### src/pkg/ifer_pkg.sv
// constants for the interrupt flag and enable register block
package ifer_pkg;
   // register indices as printed; byte address is four times the index
   localparam logic [7:0] IDX_PWM_IRQ_ENABLE = 8'h84;
   localparam logic [7:0] IDX_PORT_CHANGE_FLAGS = 8'h85;
   localparam logic [7:0] IDX_PWM_IRQ_FLAGS = 8'h86;
   localparam logic [7:0] IDX_TIMER_EXTINT_CONTROL = 8'h88;
   // own registers
   localparam logic [7:0] IDX_GLOBAL_CTRL = 8'h90;
   localparam logic [7:0] IDX_IRQ_STATUS = 8'h91;
   localparam logic [7:0] IDX_IRQ_MASK = 8'h92;
   localparam logic [11:0] ADDR_PWM_IRQ_ENABLE = 12'h210;
   localparam logic [11:0] ADDR_PORT_CHANGE_FLAGS = 12'h214;
   localparam logic [11:0] ADDR_PWM_IRQ_FLAGS = 12'h218;
   localparam logic [11:0] ADDR_TIMER_EXTINT_CONTROL = 12'h220;
   localparam logic [11:0] ADDR_GLOBAL_CTRL = 12'h240;
   localparam logic [11:0] ADDR_IRQ_STATUS = 12'h244;
   localparam logic [11:0] ADDR_IRQ_MASK = 12'h248;
   // pwm_irq_enable fields
   localparam int PWM_GROUP_IRQ_EN_BIT = 1;
   localparam int PWM_ZERO_IRQ_EN_BIT = 0;
   // port_change_flags fields
   localparam int PORT3_CHANGE_FLAG_BIT = 3;
   localparam int PORT1_CHANGE_FLAG_BIT = 1;
   localparam int PORT0_CHANGE_FLAG_BIT = 0;
   localparam logic [7:0] PORT_FLAG_MASK = 8'h0B;
   // pwm_irq_flags fields and clear codes
   localparam int PWM_GROUP_PERIOD_FLAG_BIT = 1;
   localparam int PWM_ZERO_PERIOD_FLAG_BIT = 0;
   localparam logic [7:0] PWM_GROUP_CLEAR_CODE = 8'h01;
   localparam logic [7:0] PWM_ZERO_CLEAR_CODE = 8'h02;
   // timer_extint_control fields
   localparam int TIMER_B_OVERFLOW_FLAG_BIT = 7;
   localparam int TIMER_B_RUN_BIT = 6;
   localparam int TIMER_A_OVERFLOW_FLAG_BIT = 5;
   localparam int TIMER_A_RUN_BIT = 4;
   localparam int EXT_IRQ_B_FLAG_BIT = 3;
   localparam int EXT_IRQ_B_EDGE_SEL_BIT = 2;
   localparam int EXT_IRQ_A_FLAG_BIT = 1;
   localparam int EXT_IRQ_A_EDGE_SEL_BIT = 0;
   // global control field
   localparam int PWM_GLOBAL_IRQ_EN_BIT = 0;
   // interrupt status layout: one bit per event source
   localparam int NUM_SRC = 9;
   localparam logic [7:0] RESET_BYTE = 8'h00;
   localparam logic [8:0] RESET_SRC = 9'h000;
   localparam int SYNC_STAGES = 2;
endpackage

### src/core/ifer_core.sv
// interrupt flag and enable registers behind an apb slave
//
// How it works
// - enable bit 1 gates the shared pwm one-to-five interrupt
// - enable bit 0 gates the pwm zero interrupt
// - pwm requests also need the global pwm interrupt enable
// - port 3, 1, 0 change flags at bits 3,1,0; write 0 clears
// - pwm group flag set at pwm1 period end; writing 1h clears it
// - pwm zero flag set at pwm0 period end; writing 2h clears it
// - timer b overflow flag bit 7, cleared on vectoring
// - timer a overflow flag bit 5, cleared on vectoring
// - run bits 6 and 4 let timers b and a count
// - ext irq b flag bit 3 set on pin falling edge, cleared on vectoring
// - ext irq a flag bit 1 set on pin falling edge, cleared on vectoring
// - bit 2 picks low level (0) or falling edge (1) for ext irq b
// - bit 0 picks low level (0) or falling edge (1) for ext irq a
//
// Added by the designer: the APB register port.
`timescale 1ns/1ps
module ifer_core
(
   input wire logic clk_sys,
   input wire logic rst,
   input wire logic psel,
   input wire logic penable,
   input wire logic pwrite,
   input wire logic [11:0] paddr,
   input wire logic [31:0] pwdata,
   output logic [31:0] prdata,
   output logic pready,
   output logic pslverr,
   input wire logic pwm_group_period_end,
   input wire logic pwm_zero_period_end,
   input wire logic [2:0] port_change_event,
   input wire logic timer_b_overflow,
   input wire logic timer_a_overflow,
   input wire logic ext_irq_b_pin,
   input wire logic ext_irq_a_pin,
   input wire logic ack_timer_b,
   input wire logic ack_timer_a,
   input wire logic ack_ext_b,
   input wire logic ack_ext_a,
   output logic timer_b_run,
   output logic timer_a_run,
   output logic req_pwm,
   output logic req_port,
   output logic req_timer_b,
   output logic req_timer_a,
   output logic req_ext_b,
   output logic req_ext_a,
   output logic irq
);
   logic [7:0] pwm_irq_enable_r;
   logic [7:0] port_change_flags_r;
   logic [7:0] pwm_irq_flags_r;
   logic [7:0] tec_r;
   logic [7:0] gctrl_r;
   logic [8:0] stat_r;
   logic [8:0] mask_r;
   logic [8:0] src_evt;
   logic [8:0] stat_clr;
   logic wr_en;
   logic rd_en;
   logic addr_ok;
   logic ext_b_lvl;
   logic ext_b_fall;
   logic ext_a_lvl;
   logic ext_a_fall;
   logic ext_b_req;
   logic ext_a_req;
   logic pwm_req_nxt;
   logic [7:0] port_set;
   logic [31:0] rd_nxt;

   ifer_pin_sync u_sync_b
   (
      .clk_sys(clk_sys),
      .rst(rst),
      .pin(ext_irq_b_pin),
      .level(ext_b_lvl),
      .fall(ext_b_fall)
   );

   ifer_pin_sync u_sync_a
   (
      .clk_sys(clk_sys),
      .rst(rst),
      .pin(ext_irq_a_pin),
      .level(ext_a_lvl),
      .fall(ext_a_fall)
   );

   // zero wait state slave: access phase always completes
   assign wr_en = psel & penable & pwrite;
   assign rd_en = psel & ~penable & ~pwrite;
   always_comb
   begin
      addr_ok = 1'b1;
      case (paddr)
         ifer_pkg::ADDR_PWM_IRQ_ENABLE: rd_nxt = {24'h000000, pwm_irq_enable_r};
         ifer_pkg::ADDR_PORT_CHANGE_FLAGS: rd_nxt = {24'h000000, port_change_flags_r};
         ifer_pkg::ADDR_PWM_IRQ_FLAGS: rd_nxt = {24'h000000, pwm_irq_flags_r};
         ifer_pkg::ADDR_TIMER_EXTINT_CONTROL: rd_nxt = {24'h000000, tec_r};
         ifer_pkg::ADDR_GLOBAL_CTRL: rd_nxt = {24'h000000, gctrl_r};
         ifer_pkg::ADDR_IRQ_STATUS: rd_nxt = {23'h000000, stat_r};
         ifer_pkg::ADDR_IRQ_MASK: rd_nxt = {23'h000000, mask_r};
         default:
         begin
            rd_nxt = 32'h00000000;
            addr_ok = 1'b0;
         end
      endcase
   end

   // read data captured in setup so it comes from a flop in the access phase
   always_ff @(posedge clk_sys)
   begin
      if (rst)
         prdata <= 32'h00000000;
      else if (rd_en)
         prdata <= rd_nxt;
   end

   always_ff @(posedge clk_sys)
   begin
      if (rst)
      begin
         pready <= 1'b0;
         pslverr <= 1'b0;
      end
      else
      begin
         pready <= psel & ~penable;
         pslverr <= psel & ~penable & ~addr_ok;
      end
   end

   always_ff @(posedge clk_sys)
   begin
      if (rst)
      begin
         pwm_irq_enable_r <= ifer_pkg::RESET_BYTE;
         gctrl_r <= ifer_pkg::RESET_BYTE;
         mask_r <= ifer_pkg::RESET_SRC;
      end
      else if (wr_en)
      begin
         if (paddr == ifer_pkg::ADDR_PWM_IRQ_ENABLE)
            pwm_irq_enable_r <= pwdata[7:0] & 8'h03;
         if (paddr == ifer_pkg::ADDR_GLOBAL_CTRL)
            gctrl_r <= pwdata[7:0] & 8'h01;
         if (paddr == ifer_pkg::ADDR_IRQ_MASK)
            mask_r <= pwdata[8:0];
      end
   end

   // change flags: event set wins over a zero write
   always_comb
   begin
      port_set = 8'h00;
      port_set[ifer_pkg::PORT3_CHANGE_FLAG_BIT] = port_change_event[2];
      port_set[ifer_pkg::PORT1_CHANGE_FLAG_BIT] = port_change_event[1];
      port_set[ifer_pkg::PORT0_CHANGE_FLAG_BIT] = port_change_event[0];
   end

   always_ff @(posedge clk_sys)
   begin
      if (rst)
         port_change_flags_r <= ifer_pkg::RESET_BYTE;
      else if (wr_en && paddr == ifer_pkg::ADDR_PORT_CHANGE_FLAGS)
         port_change_flags_r <= ((port_change_flags_r & pwdata[7:0]) | port_set)
            & ifer_pkg::PORT_FLAG_MASK;
      else
         port_change_flags_r <= port_change_flags_r | port_set;
   end

   // code clears, period end sets and wins
   always_ff @(posedge clk_sys)
   begin
      if (rst)
      begin
         pwm_irq_flags_r <= ifer_pkg::RESET_BYTE;
      end
      else
      begin
         if (pwm_group_period_end)
            pwm_irq_flags_r[ifer_pkg::PWM_GROUP_PERIOD_FLAG_BIT] <= 1'b1;
         else if (wr_en && paddr == ifer_pkg::ADDR_PWM_IRQ_FLAGS
            && pwdata[7:0] == ifer_pkg::PWM_GROUP_CLEAR_CODE)
            pwm_irq_flags_r[ifer_pkg::PWM_GROUP_PERIOD_FLAG_BIT] <= 1'b0;
         if (pwm_zero_period_end)
            pwm_irq_flags_r[ifer_pkg::PWM_ZERO_PERIOD_FLAG_BIT] <= 1'b1;
         else if (wr_en && paddr == ifer_pkg::ADDR_PWM_IRQ_FLAGS
            && pwdata[7:0] == ifer_pkg::PWM_ZERO_CLEAR_CODE)
            pwm_irq_flags_r[ifer_pkg::PWM_ZERO_PERIOD_FLAG_BIT] <= 1'b0;
      end
   end

   // timer and external flags: hardware set first, then vector clear, then software write
   always_ff @(posedge clk_sys)
   begin
      if (rst)
      begin
         tec_r <= ifer_pkg::RESET_BYTE;
      end
      else
      begin
         // run and trigger bits are software owned
         if (wr_en && paddr == ifer_pkg::ADDR_TIMER_EXTINT_CONTROL)
            tec_r <= pwdata[7:0];
         if (timer_b_overflow)
            tec_r[ifer_pkg::TIMER_B_OVERFLOW_FLAG_BIT] <= 1'b1;
         else if (ack_timer_b)
            tec_r[ifer_pkg::TIMER_B_OVERFLOW_FLAG_BIT] <= 1'b0;
         if (timer_a_overflow)
            tec_r[ifer_pkg::TIMER_A_OVERFLOW_FLAG_BIT] <= 1'b1;
         else if (ack_timer_a)
            tec_r[ifer_pkg::TIMER_A_OVERFLOW_FLAG_BIT] <= 1'b0;
         // ext b falling edge flag
         // falls latch in level mode too; there the flag raises no request
         if (ext_b_fall)
            tec_r[ifer_pkg::EXT_IRQ_B_FLAG_BIT] <= 1'b1;
         else if (ack_ext_b)
            tec_r[ifer_pkg::EXT_IRQ_B_FLAG_BIT] <= 1'b0;
         if (ext_a_fall)
            tec_r[ifer_pkg::EXT_IRQ_A_FLAG_BIT] <= 1'b1;
         else if (ack_ext_a)
            tec_r[ifer_pkg::EXT_IRQ_A_FLAG_BIT] <= 1'b0;
      end
   end

   // level mode follows the pin, edge mode the flag
   assign ext_b_req = tec_r[ifer_pkg::EXT_IRQ_B_EDGE_SEL_BIT]
      ? tec_r[ifer_pkg::EXT_IRQ_B_FLAG_BIT] : ~ext_b_lvl;
   assign ext_a_req = tec_r[ifer_pkg::EXT_IRQ_A_EDGE_SEL_BIT]
      ? tec_r[ifer_pkg::EXT_IRQ_A_FLAG_BIT] : ~ext_a_lvl;

   assign pwm_req_nxt = gctrl_r[ifer_pkg::PWM_GLOBAL_IRQ_EN_BIT]
      & ((pwm_irq_enable_r[ifer_pkg::PWM_GROUP_IRQ_EN_BIT]
         & pwm_irq_flags_r[ifer_pkg::PWM_GROUP_PERIOD_FLAG_BIT])
      | (pwm_irq_enable_r[ifer_pkg::PWM_ZERO_IRQ_EN_BIT]
         & pwm_irq_flags_r[ifer_pkg::PWM_ZERO_PERIOD_FLAG_BIT]));

   always_ff @(posedge clk_sys)
   begin
      if (rst)
      begin
         req_pwm <= 1'b0;
         req_port <= 1'b0;
         req_timer_b <= 1'b0;
         req_timer_a <= 1'b0;
         req_ext_b <= 1'b0;
         req_ext_a <= 1'b0;
         timer_b_run <= 1'b0;
         timer_a_run <= 1'b0;
      end
      else
      begin
         req_pwm <= pwm_req_nxt;
         req_port <= |port_change_flags_r;
         req_timer_b <= tec_r[ifer_pkg::TIMER_B_OVERFLOW_FLAG_BIT];
         req_timer_a <= tec_r[ifer_pkg::TIMER_A_OVERFLOW_FLAG_BIT];
         req_ext_b <= ext_b_req;
         req_ext_a <= ext_a_req;
         timer_b_run <= tec_r[ifer_pkg::TIMER_B_RUN_BIT];
         timer_a_run <= tec_r[ifer_pkg::TIMER_A_RUN_BIT];
      end
   end

   // sticky event status: bit order pwm group, pwm zero, port0, port1, port3,
   // timer b, timer a, ext b edge, ext a edge
   assign src_evt = {ext_a_fall, ext_b_fall, timer_a_overflow, timer_b_overflow,
      port_change_event, pwm_zero_period_end, pwm_group_period_end};
   assign stat_clr = (wr_en && paddr == ifer_pkg::ADDR_IRQ_STATUS) ? pwdata[8:0] : 9'h000;

   genvar gi;
   generate
      for (gi = 0; gi < ifer_pkg::NUM_SRC; gi = gi + 1)
      begin : g_stat
         // set beats the write-one clear in the same cycle
         always_ff @(posedge clk_sys)
         begin
            if (rst)
            begin
               stat_r[gi] <= 1'b0;
            end
            else if (src_evt[gi])
            begin
               stat_r[gi] <= 1'b1;
            end
            else if (stat_clr[gi])
            begin
               stat_r[gi] <= 1'b0;
            end
         end
      end
   endgenerate

   always_ff @(posedge clk_sys)
   begin
      if (rst)
      begin
         irq <= 1'b0;
      end
      else
      begin
         irq <= |(stat_r & mask_r);
      end
   end

   // no pwm request without global enable
   a_pwm_global_gate: assert property (@(posedge clk_sys) disable iff (rst)
      !gctrl_r[0] |=> !req_pwm)
      else $error("pwm request without global enable");
   // group flag with both enables raises request
   a_pwm_group_req: assert property (@(posedge clk_sys) disable iff (rst)
      (gctrl_r[0] && pwm_irq_enable_r[1] && pwm_irq_flags_r[1]) |=> req_pwm)
      else $error("pwm group request missing");
   // zero flag blocked when its enable is low
   a_pwm_zero_block: assert property (@(posedge clk_sys) disable iff (rst)
      (!pwm_irq_enable_r[0] && !(pwm_irq_enable_r[1] && pwm_irq_flags_r[1])) |=> !req_pwm)
      else $error("pwm zero request while disabled");
   // port event is visible next cycle
   a_port_flag_set: assert property (@(posedge clk_sys) disable iff (rst)
      port_change_event[2] |=> port_change_flags_r[3])
      else $error("port3 change flag not set");
   // clear code 1h clears the group flag
   a_pwm_group_clr: assert property (@(posedge clk_sys) disable iff (rst)
      (wr_en && paddr == ifer_pkg::ADDR_PWM_IRQ_FLAGS && !pwm_group_period_end
         && pwdata[7:0] == ifer_pkg::PWM_GROUP_CLEAR_CODE) |=> !pwm_irq_flags_r[1])
      else $error("pwm group flag not cleared by 1h");
   // period end sets the zero flag
   a_pwm_zero_set: assert property (@(posedge clk_sys) disable iff (rst)
      pwm_zero_period_end |=> pwm_irq_flags_r[0])
      else $error("pwm zero flag not set");
   // ack without overflow clears flag, request follows
   a_timer_b_ack: assert property (@(posedge clk_sys) disable iff (rst)
      (ack_timer_b && !timer_b_overflow) |=> !tec_r[7] ##1 !req_timer_b)
      else $error("timer b flag not cleared on vectoring");
   a_timer_a_set: assert property (@(posedge clk_sys) disable iff (rst)
      timer_a_overflow |=> tec_r[5] ##1 req_timer_a)
      else $error("timer a overflow not flagged");
   // timer b run output follows its control bit
   a_run_follow: assert property (@(posedge clk_sys) disable iff (rst)
      ##1 timer_b_run == $past(tec_r[6]))
      else $error("timer b run does not follow control");
   // level mode requests while pin is low
   a_ext_b_level: assert property (@(posedge clk_sys) disable iff (rst)
      (!tec_r[2] && !ext_b_lvl) |=> req_ext_b)
      else $error("ext b level request missing");
   // edge mode with clear flag gives no request
   a_ext_a_edge: assert property (@(posedge clk_sys) disable iff (rst)
      (tec_r[0] && !tec_r[1]) |=> !req_ext_a)
      else $error("ext a edge mode request without flag");
   a_ext_edge_set: assert property (@(posedge clk_sys) disable iff (rst)
      (ext_b_fall |=> tec_r[3]) and (ext_a_fall |=> tec_r[1]))
      else $error("external edge flag not set");
endmodule

### src/core/ifer_pin_sync.sv
// two-stage synchroniser with falling-edge detect for an external pin
`timescale 1ns/1ps
module ifer_pin_sync
(
   input wire logic clk_sys,
   input wire logic rst,
   input wire logic pin,
   output logic level,
   output logic fall
);
   logic meta_r;
   logic sync_r;
   logic prev_r;

   always_ff @(posedge clk_sys)
   begin
      if (rst)
      begin
         meta_r <= 1'b1;
         sync_r <= 1'b1;
         prev_r <= 1'b1;
      end
      else
      begin
         meta_r <= pin;
         sync_r <= meta_r;
         prev_r <= sync_r;
      end
   end

   assign level = sync_r;
   assign fall = prev_r & ~sync_r;

   a_fall_from_sync: assert property (@(posedge clk_sys) disable iff (rst)
      fall |-> ($past(sync_r) && !sync_r))
      else $error("fall seen without synchronised high to low");
endmodule

### config.mk
export PLATFORM = sky130hd
export DESIGN_NAME = ifer_core
export DESIGN_NICKNAME = d
export VERILOG_FILES = /design/src/pkg/ifer_pkg.sv /design/src/core/ifer_core.sv /design/src/core/ifer_pin_sync.sv
export SDC_FILE = /design/constraint.sdc
export NUM_CORES = 1
export LEC_CHECK = 0
export ABC_AREA = 1
export BUFFER_PORTS_ARGS = -buffer_cell sky130_fd_sc_hd__buf_2
export CORE_UTILIZATION = 53
export DETAILED_ROUTE_END_ITERATION = 6
export PLACE_DENSITY = 0.85
export SLEW_MARGIN = 20
export SYNTH_ARGS = -nofsm -noshare
export SYNTH_HDL_FRONTEND = slang
export SYNTH_SLANG_ARGS = --single-unit
### constraint.sdc
create_clock -name clk_sys -period 2 [get_ports clk_sys]
set_clock_uncertainty 0.1 [all_clocks]
set_input_delay 0.1 -clock clk_sys [delete_from_list [all_inputs] [get_ports clk_sys]]
set_output_delay 0.1 -clock clk_sys [all_outputs]
set_load 0.02 [all_outputs]
=== After elaboration in Yosys (flattened, before gate mapping) ===
Index checks and enable logic that the tools add are counted.

* Register bits after elaboration: 88
* Bits in latches: 0
* Memory bits (writable): 0
* Memory bits (read-only): 0
* Bits of input ports: 62
* Output and inout port bits: 43
* Word-level logic and storage cells: 133
* Memories: 0

* $add $sub $neg: 0
* Multipliers: 0
* Divide/modulo/power cells: 0
* Order comparisons: 0
* Equal/unequal tests: 9
* Shift-type cells: 0
* Multiplexer cells: 37
* Bitwise operators: 20
* Reductions and logical operators: 28

{| class="wikitable"
|+ Operators with widths
! operator !! count
|-
| 12-bit by 10-bit equality test with 1-bit output (second input constant) || 7
|-
| 9-bit one-hot mux with 7 select lines || 1
|-
| 1-bit two-way mux || 33
|-
| 2-bit nonzero test || 11
|-
| 3-bit nonzero test || 4
|-
| 1-bit bitwise AND || 10
|-
| 9-bit bitwise AND || 1
|-
| 9-bit two-way mux || 1
|-
| 9-bit OR reduction || 1
|-
| 8-bit by 1-bit equality test with 1-bit output (second input constant) || 1
|-
| 8-bit by 2-bit equality test with 1-bit output (second input constant) || 1
|-
| 8-bit two-way mux || 1
|-
| 8-bit by 4-bit bitwise OR with 8-bit output || 1
|-
| 8-bit OR reduction || 1
|-
| 7-bit OR reduction || 1
|-
| 1-bit logical AND || 6
|-
| 2-bit AND reduction || 3
|-
| 1-bit inverter || 5
|-
| 4-bit bitwise AND || 1
|-
| 4-bit two-way mux || 1
|-
| 4-bit bitwise OR || 1
|-
| 2-bit OR reduction || 1
|-
| 1-bit bitwise OR || 1
|}

=== Logic depth before layout (Yosys ltp) ===
Gate-level depths: netlist of the first run.

* Depth after elaboration: 6
* Depth in mapped cells: 10
* Gate-level depth less buffers: 10

=== By module ===
A second synthesis of the first run with hierarchy kept.

* Cells, all modules: 385
* Area, all modules: 2845.2 µm²

{| class="wikitable"
|+ By module, submodules not included
! module !! instances !! cells an instance !! area each (µm²) !! sequential area each (µm²)
|-
| ifer_core || 1 || 361 || 2657.5 || 1081.0
|-
| ifer_pin_sync || 2 || 12 || 93.8 || 60.1
|}

=== Worst setup path after synthesis of the first run ===
OpenSTA, ideal clock, no wires.

* Path type: input to register
* Start point: input paddr[8]
* End point: register stat_r[4]
* Arrival time: 976 ps
* Data required time: 1766 ps
* Setup slack: 790 ps
* Cell stages on the path: 8
* Path buffers: 0
* Cell sequence: inv_1 nand2_2 nor2_8 inv_6 nor3_4 nand2_1 o21ai_0 a21oi_1

* Cells in the longest elaborated chain, start to end: 4

{| class="wikitable"
|+ Ends and longest elaborated chain
! element !! RTL line !! text
|-
| start: declaration || ifer_core.sv:27 || <nowiki>input wire logic [11:0] paddr,</nowiki>
|-
| 12-bit by 10-bit equality test with 1-bit output || ifer_core.sv:274 || <nowiki>assign stat_clr = (wr_en && paddr == ifer_pkg::ADDR_IRQ_STATUS) ? pwdata[8:0] : 9'h000;</nowiki>
|-
| 1-bit logical AND || ifer_core.sv:274 ||
|-
| 9-bit two-way mux || ifer_core.sv:274 ||
|-
| 2-bit nonzero test (no source line) || - ||
|-
| end signal: indexed assignment || ifer_core.sv:285 || <nowiki>stat_r[gi] <= 1'b0;</nowiki>
|-
| end signal: indexed assignment || ifer_core.sv:289 || <nowiki>stat_r[gi] <= 1'b1;</nowiki>
|-
| end signal: indexed assignment || ifer_core.sv:293 || <nowiki>stat_r[gi] <= 1'b0;</nowiki>
|-
| end: declaration || ifer_core.sv:58 || <nowiki>logic [8:0] stat_r;</nowiki>
|}

No other way between the ends.
A chain may end at the register's enable or synchronous reset.

=== Worst setup path after layout of the first run ===
* Start point: input pwrite
* End point: register tec_r[5]

* Cells in the longest elaborated chain, start to end: 3

{| class="wikitable"
|+ Ends and longest elaborated chain
! element !! RTL line !! text
|-
| start: declaration || ifer_core.sv:26 || <nowiki>input wire logic pwrite,</nowiki>
|-
| 1-bit bitwise AND || ifer_core.sv:94 || <nowiki>assign wr_en = psel & penable & pwrite;</nowiki>
|-
| 1-bit logical AND || ifer_core.sv:209 || <nowiki>if (wr_en && paddr == ifer_pkg::ADDR_TIMER_EXTINT_CONTROL)</nowiki>
|-
| 3-bit nonzero test (no source line) || - ||
|-
| end signal: assignment || ifer_core.sv:204 || <nowiki>tec_r <= ifer_pkg::RESET_BYTE;</nowiki>
|-
| end signal: assignment || ifer_core.sv:210 || <nowiki>tec_r <= pwdata[7:0];</nowiki>
|-
| end: declaration || ifer_core.sv:56 || <nowiki>logic [7:0] tec_r;</nowiki>
|}

No other way between the ends.

==> results.md, run 1 <==
- The internal power consumption is 1.974 mW.
- Hold is met by roughly 0.016 ns.
- The fill cell instance count of the final layout is ~430.
- A synthesized cell averages approximately 7.4 um2.
- The core region is around 5100 um2.
- Summing every instance area after synthesis gives ~2800 um2.
- The total negative slack is 0 ns.
- The die outline area is approximately 5600 um2.
- Setup slack closes at 0.3283 ns.
- Of the total power, combinational logic draws 0.099.
- Across every metal layer, demand over resource in global routing totals 0.2603.
- Buffers inserted to repair hold after CTS numbered 26.
- The top cell types in the final layout, fill and taps aside, are nand2_1, dfxtp_1, buf_2.
- Detailed placement finished with a half-perimeter wire length of 4.542 mm.
- The tool flagged a number of max-cap violations equal to 0.
- The final count of negative-setup-slack endpoints is 0.
- Traced cell by cell, the critical path runs through buf_2, nand3_1, clkinv_1, nand3_4, clkinv_2, nand2_1, nand2_1, a21oi_1, dlygate4sd3_1.
- The library cell used most frequently in the layout, excluding fill and tap cells, is nand2_1.
- In this run the vertical extent of the chip is ~75 um.
- The layout-stage area growth over the synthesis result is 25.22%.
- The most area-hungry cell type in the Yosys netlist is dfxtp_1.
- At the end of routability-driven placement, the weighted congestion stood at roughly 0.9.
- The detail route stage leaves a number of antenna-violating nets equal to 0.
- The post-cts sizing count is 0.
- The clock share of power is 0.420.
- The number of distinct library cell variants in the gate-level netlist after synthesis is 33.
- The buffer type at the clock tree root is clkbuf_8.
- The startpoint type of the worst setup path is a primary input.
- Headroom to the max-slew limit came out at 0.6367.
- The site row count is 26.
- In the routed design, unresolved DRC markers number 0.
- The cell with the most instances on the worst path is nand2_1.
- The category of the most critical setup path is in2reg.
- The synthesized netlist cell count is 380.
- Setup repair after global routing left no endpoint under its margin.
- Derived from the worst setup path, the maximum achievable clock frequency is about 0.60 GHz.
- Timing analysis after detailed placement gives a worst setup slack of 0.4420 ns.
- The detailed router finished its first iteration with between 200 and 300 violations.
- STA puts the critical path data required time at 2.18 ns.
- TritonCTS built the clock tree.
- The first global-routing pass estimated approximately 11 mm of wire.
- Counting along the longest clock path gives a buffer depth of 2.
- The net switching power is roughly 0.63 mW.
- Counting both buffers and inverters, the worst setup path holds a total of 4.
- The maximum fanout along the worst path is 9.
- The most common flop cell mapped by yosys is dfxtp_1.
- In the final layout, the share of cells above drive strength 1 is 0.2156.
- The static leakage is roughly 1.7 nW.
- The final wirelength is between 6 and 7 mm.
- between 100 and 150 I/O pins were placed.
- The routed layout has around 2,800 vias.
- The fraction of synthesis flops using an asynchronous set or reset pin is 0.
- During synthesis, Yosys emitted a total of 0 warnings.
- The routed length per placed instance is 12.64 um.
- The post-CTS setup buffer count is 0.
- The slowest stage of the critical path is the dlygate4sd3_1 cell.
- In this run the power density over the cells is about 740 nW/um2.
- In the finished design, the share of the clock period the worst path needs comes to 0.8359.
- The number of pins with negative max-slew slack in the final report is 0.
- During placement, the flow inserted port buffers numbering a little under 60.
- The flip-flop and latch count after synthesis is 60.
- The die outline width is approximately 75 um.
- The final net count is 530.
- Yosys mapped a number of flops with a built-in enable equal to 0.
- The maximum single-stage delay on the critical path is ~0.56 ns.
- After clock tree synthesis, the clock-pin slew on the worst setup and hold paths is ~0.07 ns.
- The transition time of the tightest slew-check pin is around 0.54 ns.
- The classification of the worst-slack hold path is in2reg.
- Of the post-synthesis cell area, the dominant cell type holds 0.4248.
- Data on the critical path arrives at its endpoint at approximately 1.9 ns.
- The clock net in this run drives a total of 60 sinks.
- The final count of hold timing violations came to 0.
- Of the total power, registers draw 0.481.
- Grouping stages by cell kind, the critical path spends the most delay in buffers and inverters.
- Across the VDD grid, the largest voltage drop is between 0.5 and 0.6 mV.
- The via count of the first global-routing pass is 2,432.
- For this run the aggregate overflow at the end of global routing stands at 0.
- The clock reaches the later pin of the worst-skew pair after 0.34 ns.
- The share of the yosys chip area belonging to registers is 0.4248.
- The initial cell density of the core is 0.5537.
- 0 antenna diodes ended up in the layout.
- The average via count per standard cell is between 5 and 6.
- The proportion of total power due to net switching is 0.2419.
- The number of antenna violations at the first check in global routing is 0.
- The H-tree generated during clock tree synthesis spans 3 levels.
- The worst setup path is captured at a flop.
- In the post-synthesis netlist, the biggest area contributors are dfxtp_1, nand2_1, a21oi_1.
- The number of detailed-route iterations in the first pass is 5.
- The run finished with clean final reports.
- In this run, CTS created clock tree buffers numbering 9.
- The final critical-path required period is 1.672 ns.
- The pin count of the biggest net entering global routing is 28.
==> routing by layer <==
layer  wire length [um]  track usage  part of all wire
met5                  0            0                 0
met2               3293       0.4064              0.48
met1               2911       0.3386              0.42
met3                505      0.05489             0.074
met4                154       0.1384             0.022
==> power by group through the flow <==
stage	sequential (mW)	combinational (mW)	clock (mW)
6_report	1.25	0.259	1.09
2_1_floorplan	1.28	0.169	0
3_5_place_dp	1.28	0.213	0
4_1_cts	1.25	0.253	1.09
3_3_place_gp	1.27	0.208	0
5_1_grt	1.25	0.286	1.15
==> worst register-to-register path: stages (launching register included) <==
cell and delay [ns]:
dfxtp_1 0.35, inv_1 0.07, a21oi_1 0.15, nand2_1 0.06, a21oi_1 0.13, dlygate4sd3_1 0.56
==> area by class of cell <==
class | instances | area [um2] | share of cell area
Multi-Input combinational cell | 266 | 1314 | 0.3710
Clock inverter | 1 | 30.03 | 0.008481
Timing Repair Buffer | 86 | 565.5 | 0.1597
Sequential cell | 60 | 1201 | 0.3392
Tap cell | 70 | 87.58 | 0.02473
Clock buffer | 15 | 166.4 | 0.04700
Inverter | 45 | 176.4 | 0.04982
==> cells by family (layout without fill, tap and decap cells) <==
family,Yosys count,in the layout,share of synthesized area
and+or+nand+nor,162,162,0.2801
AOI/OAI and AO/OA,81,81,0.1540
buffers and inverters,76,147,0.1398
DFF,60,60,0.4248
other,1,23,0.001326
==> cells in the mapped netlist (all sizes together), types with 3 or more instances <==
cell type and number:
a211oi 3, a21oi 47, buf 25, clkbuf 6, clkinv 4, dfxtp 60, inv 41, nand2 80
nand3 29, nand4 4, nor2 39, nor3 5, o21ai 29, or2 4
==> metrics by stage <==
step	cells	util	total power, mW	area (um2)
global placement	501	0.6039	1.483	3084
floorplan	402	-	1.447	2910
CTS	543	0.6933	2.594	3541
finish	543	0.6933	2.604	3541
detailed placement	501	0.6039	1.490	3084
global route	543	0.6933	2.687	3541
==> path summary, 6_finish.rpt <==
path / startpoint / endpoint / slack (ns) / depth (start not counted)
worst max-delay path: pwrite / tec_r[5]$_SDFFE_PP0P_ / 0.33 / 9
worst min-delay path: pwrite / prdata[4]$_SDFFE_PP0P_ / 0.02 / 4
worst max register to register: tec_r[5]$_SDFFE_PP0P_ / tec_r[5]$_SDFFE_PP0P_ / 0.53 / 5
worst min register to register: u_sync_b.meta_r$_SDFF_PP1_ / u_sync_b.level$_SDFF_PP1_ / 0.31 / 1
==> state kept, by name (all words and copies together) (netlist names), 2 cells and up <==
| name | count |
|---|---|
| mask_r | 9 |
| port_change_flags_r | 3 |
| prdata | 9 |
| pwm_irq_enable_r | 2 |
| pwm_irq_flags_r | 2 |
| stat_r | 9 |
| tec_r | 8 |
(Power assumes the default switching activity.)
==> inputs of run 2 (changes only) <==
- ABC_AREA: 1 -> 0
- CORE_UTILIZATION: 53 -> 49
- PLACE_DENSITY: 0.85 -> 0.8
- clock period: 2 -> 1.7 ns (I/O delays scaled with it)
==> run 2 against run 1 <==
Effect of this change:
- clock power up 5%
- wire length down 3.0%
- critical path depth down 2
- non-clock buffer count up 22
- setup slack worse by 0.28 ns
- sequential cell count unchanged
- critical endpoint is now mask_r[3]$_SDFFE_PP0P_
==> results.md, run 2 <==
- Status: finished, final reports clean (unchanged).
- The number of maximum-capacitance violations is 0 (unchanged).
- The number of cells in the finished layout apart from fillers is 487 (was 543).
- The via count of the first global-routing pass was 2,306 (was 2,432).
- The latest clock arrival within the worst-skew pair is 0.34 ns (about the same).
- The total clock buffers created by CTS is 9 (unchanged).
- The I/O pin total is 105 (unchanged).
- The leftover overflow at the end of global routing is 0 (unchanged).
- The average via count per standard cell is 5.228 (was 5.120).
- The share of the yosys chip area belonging to registers is 0.4418 (was 0.4248).
- The power density over the cells is 821.5 nW/um2 (was 735.4 nW/um2).
- The TritonCTS clock tree is done (unchanged).
- The height of the die is 76.49 um (was 75.05 um).
- The count of antenna-violating nets left after detailed routing is 0 (unchanged).
- The final count of hold timing violations was 0 (unchanged).
- The category of the most critical setup path is in2reg (unchanged).
- The synthesized area divided by synthesized cell count was 8.856 um2 (was 7.441 um2).
- The die outline width is 76.49 um (was 75.05 um).
- The data required time at the worst endpoint is 1.80 ns (was 2.18 ns).
- The number of distinct library cell variants in the gate-level netlist after synthesis is 44 (was 33).
- The netlist area before placement is 2719 um2 (was 2828 um2).
- The DRC violation total after the first TritonRoute iteration is 208 (was 250).
- The layout-stage area growth over the synthesis result is 31.98% (was 25.22%).
- The upper clock frequency limit is around 0.61 GHz.
- The HPWL after detailed placement was 4.649 mm (was 4.542 mm).
- Leading cell types by total area after synthesis: dfxtp_1, buf_4, mux2i_1 (was dfxtp_1, nand2_1, a21oi_1).
- The kind of capture point of the worst setup path is a flop (unchanged).
- The total core area was 5238 um2 (was 5107 um2).
- The number of enable flip-flop cells after synthesis was 0 (unchanged).
- The final net count is 474 (was 530).
- The total via count in the routed design was 2,546 (was 2,780).
- The initial cell density of the core is 0.5191 (was 0.5537).
- The number of warnings printed during yosys synthesis is 0 (unchanged).
- The final count of negative-setup-slack endpoints is 0 (unchanged).
- The transition time of the tightest slew-check pin was 0.5787 ns (was 0.5443 ns).
- The relative slew slack is 0.6128 (was 0.6367).
- The synthesized netlist cell count is 307 (was 380).
- The share of Yosys cell area claimed by the top area cell type is 0.4418 (was 0.4248).
- The flip-flop and latch count after synthesis is 60 (unchanged).
- The routed length per placed instance is 13.67 um (was 12.64 um).
- Setup repair after global routing missed its margin: no (unchanged).
- The startpoint type of the worst setup path is a primary input (unchanged).
- The met3 demand-to-capacity share in global routing was 0.03473 (was 0.05489).
- The fraction of synthesis flops using an asynchronous set or reset pin came to 0 (unchanged).
- The largest buffer count on any clock path is 2 (unchanged).
- The number of placed instances with taps included was 449 (was 501).
- The worst supply voltage drop on vdd was 0.5262 mV (was 0.5392 mV).
- The final period utilization is 0.9691.
- The number of detailed-route iterations in the first pass is 4 (was 5).
- The count of inserted antenna diode cells is 0 (unchanged).
- The total track usage is 0.2332 (was 0.2603).
- The site row count is 26 (unchanged).
- The die outline area is 5851 um2 (was 5632 um2).
- The number of antenna violations at the first check in global routing is 0 (unchanged).
- The leading cell type in the layout, fill and taps excluded is dfxtp_1 (was nand2_1).
- The fill cell instance count of the final layout came to 434 (was 432).
- The met1 track utilization from global routing was 0.3036 (was 0.3386).
- The number of design rule violations left after detail routing is 0 (unchanged).
- The final weighted congestion in routability-driven placement is 0.8310 (was 0.8967).
- The number of clock sinks seen by CTS is 60 (unchanged).
- The first-pass GRT wire length is 10.74 mm (was 10.89 mm).
- The most common cell in the netlist is dfxtp_1 (was nand2_1).
- The data arrival time at the worst-slack endpoint came to 1.75 ns (was 1.85 ns).
- The buffer type at the clock tree root is clkbuf_8 (unchanged).
- The static leakage came to 1.506 nW (was 1.678 nW).
- The most area-hungry cell type in the Yosys netlist is dfxtp_1 (unchanged).
- Most common library cells after synthesis: dfxtp_1, nor2_1, buf_4 (was nand2_1, dfxtp_1, a21oi_1).
- The number of I/O port buffers is 58 (unchanged).
- The worst hold slack across all endpoints was 0.01038 ns (was 0.01636 ns).
- The pin count of the biggest net entering global routing was 48 (was 28).
- The post-cts sizing count is 0 (unchanged).
- The clock slew at the register clock pins of the worst setup and hold paths is 0.07 ns (about the same).
- Largest regs: mask_r x9, prdata x9, stat_r x9 (unchanged).
- The classification of the worst-slack hold path was in2reg (unchanged).
- The most congested layer reported by global routing is met2 (unchanged).
- The layout cell share with drive strength beyond 1 came to 0.2806 (was 0.2156).
- Commonest cells after routing, fill and taps aside: dfxtp_1, buf_2, nor2_1 (was nand2_1, dfxtp_1, buf_2).
- The final wirelength is 6.659 mm (was 6.865 mm).
- Counting I/O delays and the setup requirement, the final critical path takes around 1.6 ns.
- The most common flop cell mapped by yosys was dfxtp_1 (unchanged).
- The maximum fanout along the worst path was 9 (unchanged).
- The met2 global-route usage is 0.3766 (was 0.4064).
- The deepest level of the CTS H-tree came to 3 (unchanged).
- The number of pins with negative max-slew slack in the final report came to 0 (unchanged).
==> run 2: stage by stage <==
step	total power [mW]	utilization	setup WS [ns]	cell area, um2	TNS (ns)
2_1_floorplan	1.706	-	-0.03897	2815	-0.4049
3_3_place_gp	1.792	0.6092	-0.1946	3191	-4.812
3_5_place_dp	1.796	0.6092	-0.2500	3191	-6.119
4_1_cts	2.949	0.6851	0.05202	3588	0
5_1_grt	3.042	0.6851	0.02453	3588	0
6_report	2.948	0.6851	0.05260	3588	0
==> run 2: repair_timing <==
action,CTS,global route
setup buffers,0,0
hold buffers,22,0
hold endpoints to repair,33,0
==> run 2: critical path, stage by stage <==
cell and delay (ns):
buf_2 0.10, or4b_4 0.56, nor4_2 0.34, and2_1 0.22, buf_12 0.15, mux2i_1 0.23, nor2_1 0.07
==> run 2: final timing paths <==
check                             start                         to  slack, ns  cells after the start
max reg2reg       tec_r[3]$_SDFFE_PP0P_     prdata[3]$_SDFFE_PP0P_       0.44                      4
min reg2reg  u_sync_b.meta_r$_SDFF_PP1_  u_sync_b.level$_SDFF_PP1_       0.31                      1
max                           paddr[10]     mask_r[3]$_SDFFE_PP0P_       0.05                      7
min                           pwdata[3]     stat_r[3]$_SDFFE_PP0P_       0.01                      4
==> run 2: kinds of logic (layout without fill, tap and decap cells) <==
group           count (synthesis)  in the layout  synth area share
simple gates                  114            114            0.2232
buf+inv                        44            132           0.09618
mux                            17             17           0.06350
flops                          60             60            0.4418
compound gates                 71             71            0.1740
other cells                     1             23          0.001379
==> run 2: cell type report <==
cell class | instances | area [um2] | share of cell area
sequential | 60 | 1201 | 0.3347
timing repair buffer | 108 | 745.7 | 0.2078
inverter | 8 | 30.03 | 0.008368
clock buffer | 10 | 137.6 | 0.03835
clock inverter | 6 | 40.04 | 0.01116
multi-input combinational | 225 | 1346 | 0.3752
tap | 70 | 87.58 | 0.02441
==> run 2: routing by layer <==
| metal | up-vias | part of all wire |
|---|---|---|
| li1 | 1242 | - |
| met1 | 1185 | 0.45 |
| met2 | 104 | 0.47 |
| met3 | 15 | 0.060 |
| met4 | 0 | 0.020 |
| met5 | - | 0 |
==> run 2: power by group <==
group,internal [mW],switching (mW)
logic,0.145,0.189
clock network,0.562,0.577
registers,1.45,0.0292
==> inputs of run 3 (changes only) <==
- CORE_UTILIZATION: 49 -> 32
- PLACE_DENSITY: 0.8 -> not set
==> run 3 against run 2 <==
Effect of this change:
- clock-buffer cell count grew 1
- final cell count grew 7.6%
- non-clock buffer count grew 3
- critical path type unchanged
==> results.md, run 3 (same netlist as run 2, synthesis figures left out) <==
- The startpoint type of the worst setup path was a primary input (unchanged).
- The post-placement worst setup slack was -0.2625 ns (was -0.2500 ns).
- The final critical-path required period was 1.630 ns (was 1.647 ns).
- The final period utilization came to 0.9590 (was 0.9691).
- The total clock buffers created by CTS was 9 (unchanged).
- The leftover overflow at the end of global routing is 0 (unchanged).
- The total negative slack is 0 ns (unchanged).
- The critical register-to-register path startpoint is pwm_irq_enable_r[0]$_SDFFE_PP0P_ (was tec_r[3]$_SDFFE_PP0P_).
- The final count of hold timing violations is 0 (unchanged).
- The clock slew at the register clock pins of the worst setup and hold paths was 0.07 ns (about the same).
- The via count of the first global-routing pass was 2,297 (was 2,306).
- The buffer type at the clock tree root was clkbuf_8 (unchanged).
- The leading cell type in the layout, fill and taps excluded is dfxtp_1 (unchanged).
- The deepest level of the CTS H-tree is 3 (unchanged).
- The total stage count of the critical path is 8 (was 7).
- The largest buffer count on any clock path is 2 (unchanged).
- The start point of the critical path is pwrite (was paddr[10]).
- The net switching power was 0.7776 mW (was 0.7947 mW).
- The number of clock sinks seen by CTS is 60 (unchanged).
- The number of maximum-capacitance violations is 0 (unchanged).
- The relative slew slack was 0.6255 (was 0.6128).
- The post-CTS setup buffer count is 0 (unchanged).
- The total design power is 3.079 mW (was 2.948 mW).
- The number of placed instances with taps included is 485 (was 449).
- The layout-stage area growth over the synthesis result is 35.80% (was 31.98%).
- The fill cell instance count of the final layout came to 827 (was 434).
- The number of pins with negative max-slew slack in the final report is 0 (unchanged).
- The kind of capture point of the worst setup path is a flop (unchanged).
- The setup slack of the worst register-to-register path is 0.46 ns (was 0.44 ns).
- The data arrival time at the worst-slack endpoint is 1.75 ns (about the same).
- The latest clock arrival within the worst-skew pair came to 0.34 ns (about the same).
- The worst supply voltage drop on vdd is 0.3925 mV (was 0.5262 mV).
- Setup repair after global routing missed its margin: no (unchanged).
- The number of detailed-route iterations in the first pass was 4 (unchanged).
- The category of the most critical setup path is in2reg (unchanged).
- The routed length per placed instance is 13.26 um (was 13.67 um).
- The DRC violation total after the first TritonRoute iteration was 199 (was 208).
- The termination of the worst setup path is tec_r[5]$_SDFFE_PP0P_ (was mask_r[3]$_SDFFE_PP0P_).
- The share of total power in combinational logic was 0.111 (was 0.113).
- The transition time of the tightest slew-check pin was 0.5597 ns (was 0.5787 ns).
- Largest regs: mask_r x9, prdata x9, stat_r x9 (unchanged).
- The total core area is 8217 um2 (was 5238 um2).
- The maximum single-stage delay on the critical path is 0.53 ns (was 0.56 ns).
- The classification of the worst-slack hold path is in2reg (unchanged).
- The total track usage is 0.1656 (was 0.2332).
- The static leakage was 1.532 nW (was 1.506 nW).
- The average via count per standard cell is 4.796 (was 5.228).
- The instance count along the most critical hold path was 4 (unchanged).
- The I/O pin total is 105 (unchanged).
- The final weighted congestion in routability-driven placement was 0.7992 (was 0.8310).
- The TritonCTS clock tree is done (unchanged).
- The final net count is 477 (was 474).
- The final count of negative-setup-slack endpoints is 0 (unchanged).
- The worst hold slack across all endpoints is 0.02504 ns (was 0.01038 ns).
- The cell family with the largest share of critical-path delay was buffers and inverters (was simple AND/OR/NAND/NOR gates).
- The count of antenna-violating nets left after detailed routing is 0 (unchanged).
- The number of design rule violations left after detail routing is 0 (unchanged).
- The maximum fanout along the worst path is 6 (was 9).
- The power density over the cells came to 834.0 nW/um2 (was 821.5 nW/um2).
- The final wirelength is 6.946 mm (was 6.659 mm).
- The capture point of the worst reg-to-reg path is prdata[0]$_SDFFE_PP0P_ (was prdata[3]$_SDFFE_PP0P_).
- The HPWL after detailed placement is 5.172 mm (was 4.649 mm).
- The proportion of total power due to net switching is 0.2525 (was 0.2696).
- The height of the die was 94.18 um (was 76.49 um).
- The site row count came to 33 (was 26).
- Status: finished, final reports clean (unchanged).
- The sequential group share of total power was 0.480 (was 0.501).
- The cell at the slowest stage of the critical path is dlygate4sd3_1 (was or4b_4).
- Commonest cells after routing, fill and taps aside: dfxtp_1, buf_2, nor2_1 (unchanged).
- The pin count of the biggest net entering global routing is 43 (was 48).
- The clock share of power was 0.409 (was 0.386).
- The number of cells in the finished layout apart from fillers is 524 (was 487).
- The buffers plus inverters on the worst setup path is 3 (was 2).
- Ordered cell list for the critical path: dlygate4sd3_1, buf_2, and3_1, and4b_1, buf_12, mux2_4, a21oi_1, nor2_1 (was buf_2, or4b_4, nor4_2, and2_1, buf_12, mux2i_1, nor2_1).
- The data required time at the worst endpoint is 1.82 ns (was 1.80 ns).
- The internal power consumption is 2.302 mW (was 2.153 mW).
- The hold path startpoint is psel (was pwdata[3]).
- The number of antenna violations at the first check in global routing was 0 (unchanged).
- The number of cell instances on the worst register-to-register path is 4 (unchanged).
- The initial cell density of the core was 0.3309 (was 0.5191).
- The count of inserted antenna diode cells came to 0 (unchanged).
- The first-pass GRT wire length is 11.11 mm (was 10.74 mm).
- The setup slack of the critical path after layout is 0.06965 ns (was 0.05260 ns).
- The die outline width is 94.18 um (was 76.49 um).
- The die outline area is 8869 um2 (was 5851 um2).
- The number of I/O port buffers is 58 (unchanged).
- The total via count in the routed design is 2,513 (was 2,546).
- The upper clock frequency limit is 0.6134 GHz (was 0.6070 GHz).
- The layout cell share with drive strength beyond 1 came to 0.2792 (was 0.2806).
-- run 3: cell types whose count changed in the layout (fill, tap and decap cells not counted), sizes merged --
| cell | delta |
|---|---|
| buf | +1 |
| clkinvlp | -2 |
| clkbuf | +1 |
| clkinv | -1 |
| bufinv | +1 |
| dlygate4sd3 | +2 |
-- run 3: repair_timing --
action	4_1_cts	5_1_grt
setup endpoints to repair	0	2
hold endpoints to repair	35	0
gates resized for setup	0	1
hold buffers	24	0
-- run 3: layout make-up --
class	count	area [um2]	share of cell area
well taps	105	131.4	0.03558
repair buffers	111	785.8	0.2128
clock inverters	4	50.05	0.01355
multi-input cells	225	1353	0.3663
inverters	8	30.03	0.008133
clock buffers	11	141.4	0.03829
flip-flops and latches	60	1201	0.3253
-- run 3: power groups by stage --
| stage | sequential [mW] | clock [mW] | combinational (mW) |
|---|---|---|---|
| 3_5_place_dp | 1.51 | 0 | 0.298 |
| 5_1_grt | 1.48 | 1.35 | 0.375 |
| 3_3_place_gp | 1.51 | 0 | 0.295 |
| 2_1_floorplan | 1.51 | 0 | 0.200 |
| 4_1_cts | 1.48 | 1.29 | 0.341 |
| 6_report | 1.48 | 1.26 | 0.343 |
-- run 3: worst min path at each step --
stage | end | slack [ns]
after floorplan | u_sync_a.meta_r$_SDFF_PP1_ | 0.08
after global placement | u_sync_b.meta_r$_SDFF_PP1_ | 0.17
after detailed placement | u_sync_b.meta_r$_SDFF_PP1_ | 0.17
after CTS | pready$_SDFF_PP0_ | 0.02
after global routing | pready$_SDFF_PP0_ | 0.06
final | pready$_SDFF_PP0_ | 0.03
-- run 3: per-layer routing --
metal / share of wire / track usage / up-vias
li1: - / - / 1248
met4: 0.016 / 0.06795 / 0
met3: 0.051 / 0.04612 / 15
met5: 0 / 0 / -
met2: 0.46 / 0.2579 / 71
met1: 0.47 / 0.2135 / 1179
-- run 3: stage by stage --
stage	cell area, um2	utilization
floorplan	2815	-
global placement	3254	0.3961
detailed placement	3254	0.3961
CTS	3686	0.4486
global route	3692	0.4494
finish	3692	0.4494
-- run 3: tightest hold or removal path: cells and delay by family --
family        cells  cell delay (ns)
simple gates      2             0.20
buf+inv           2             0.14
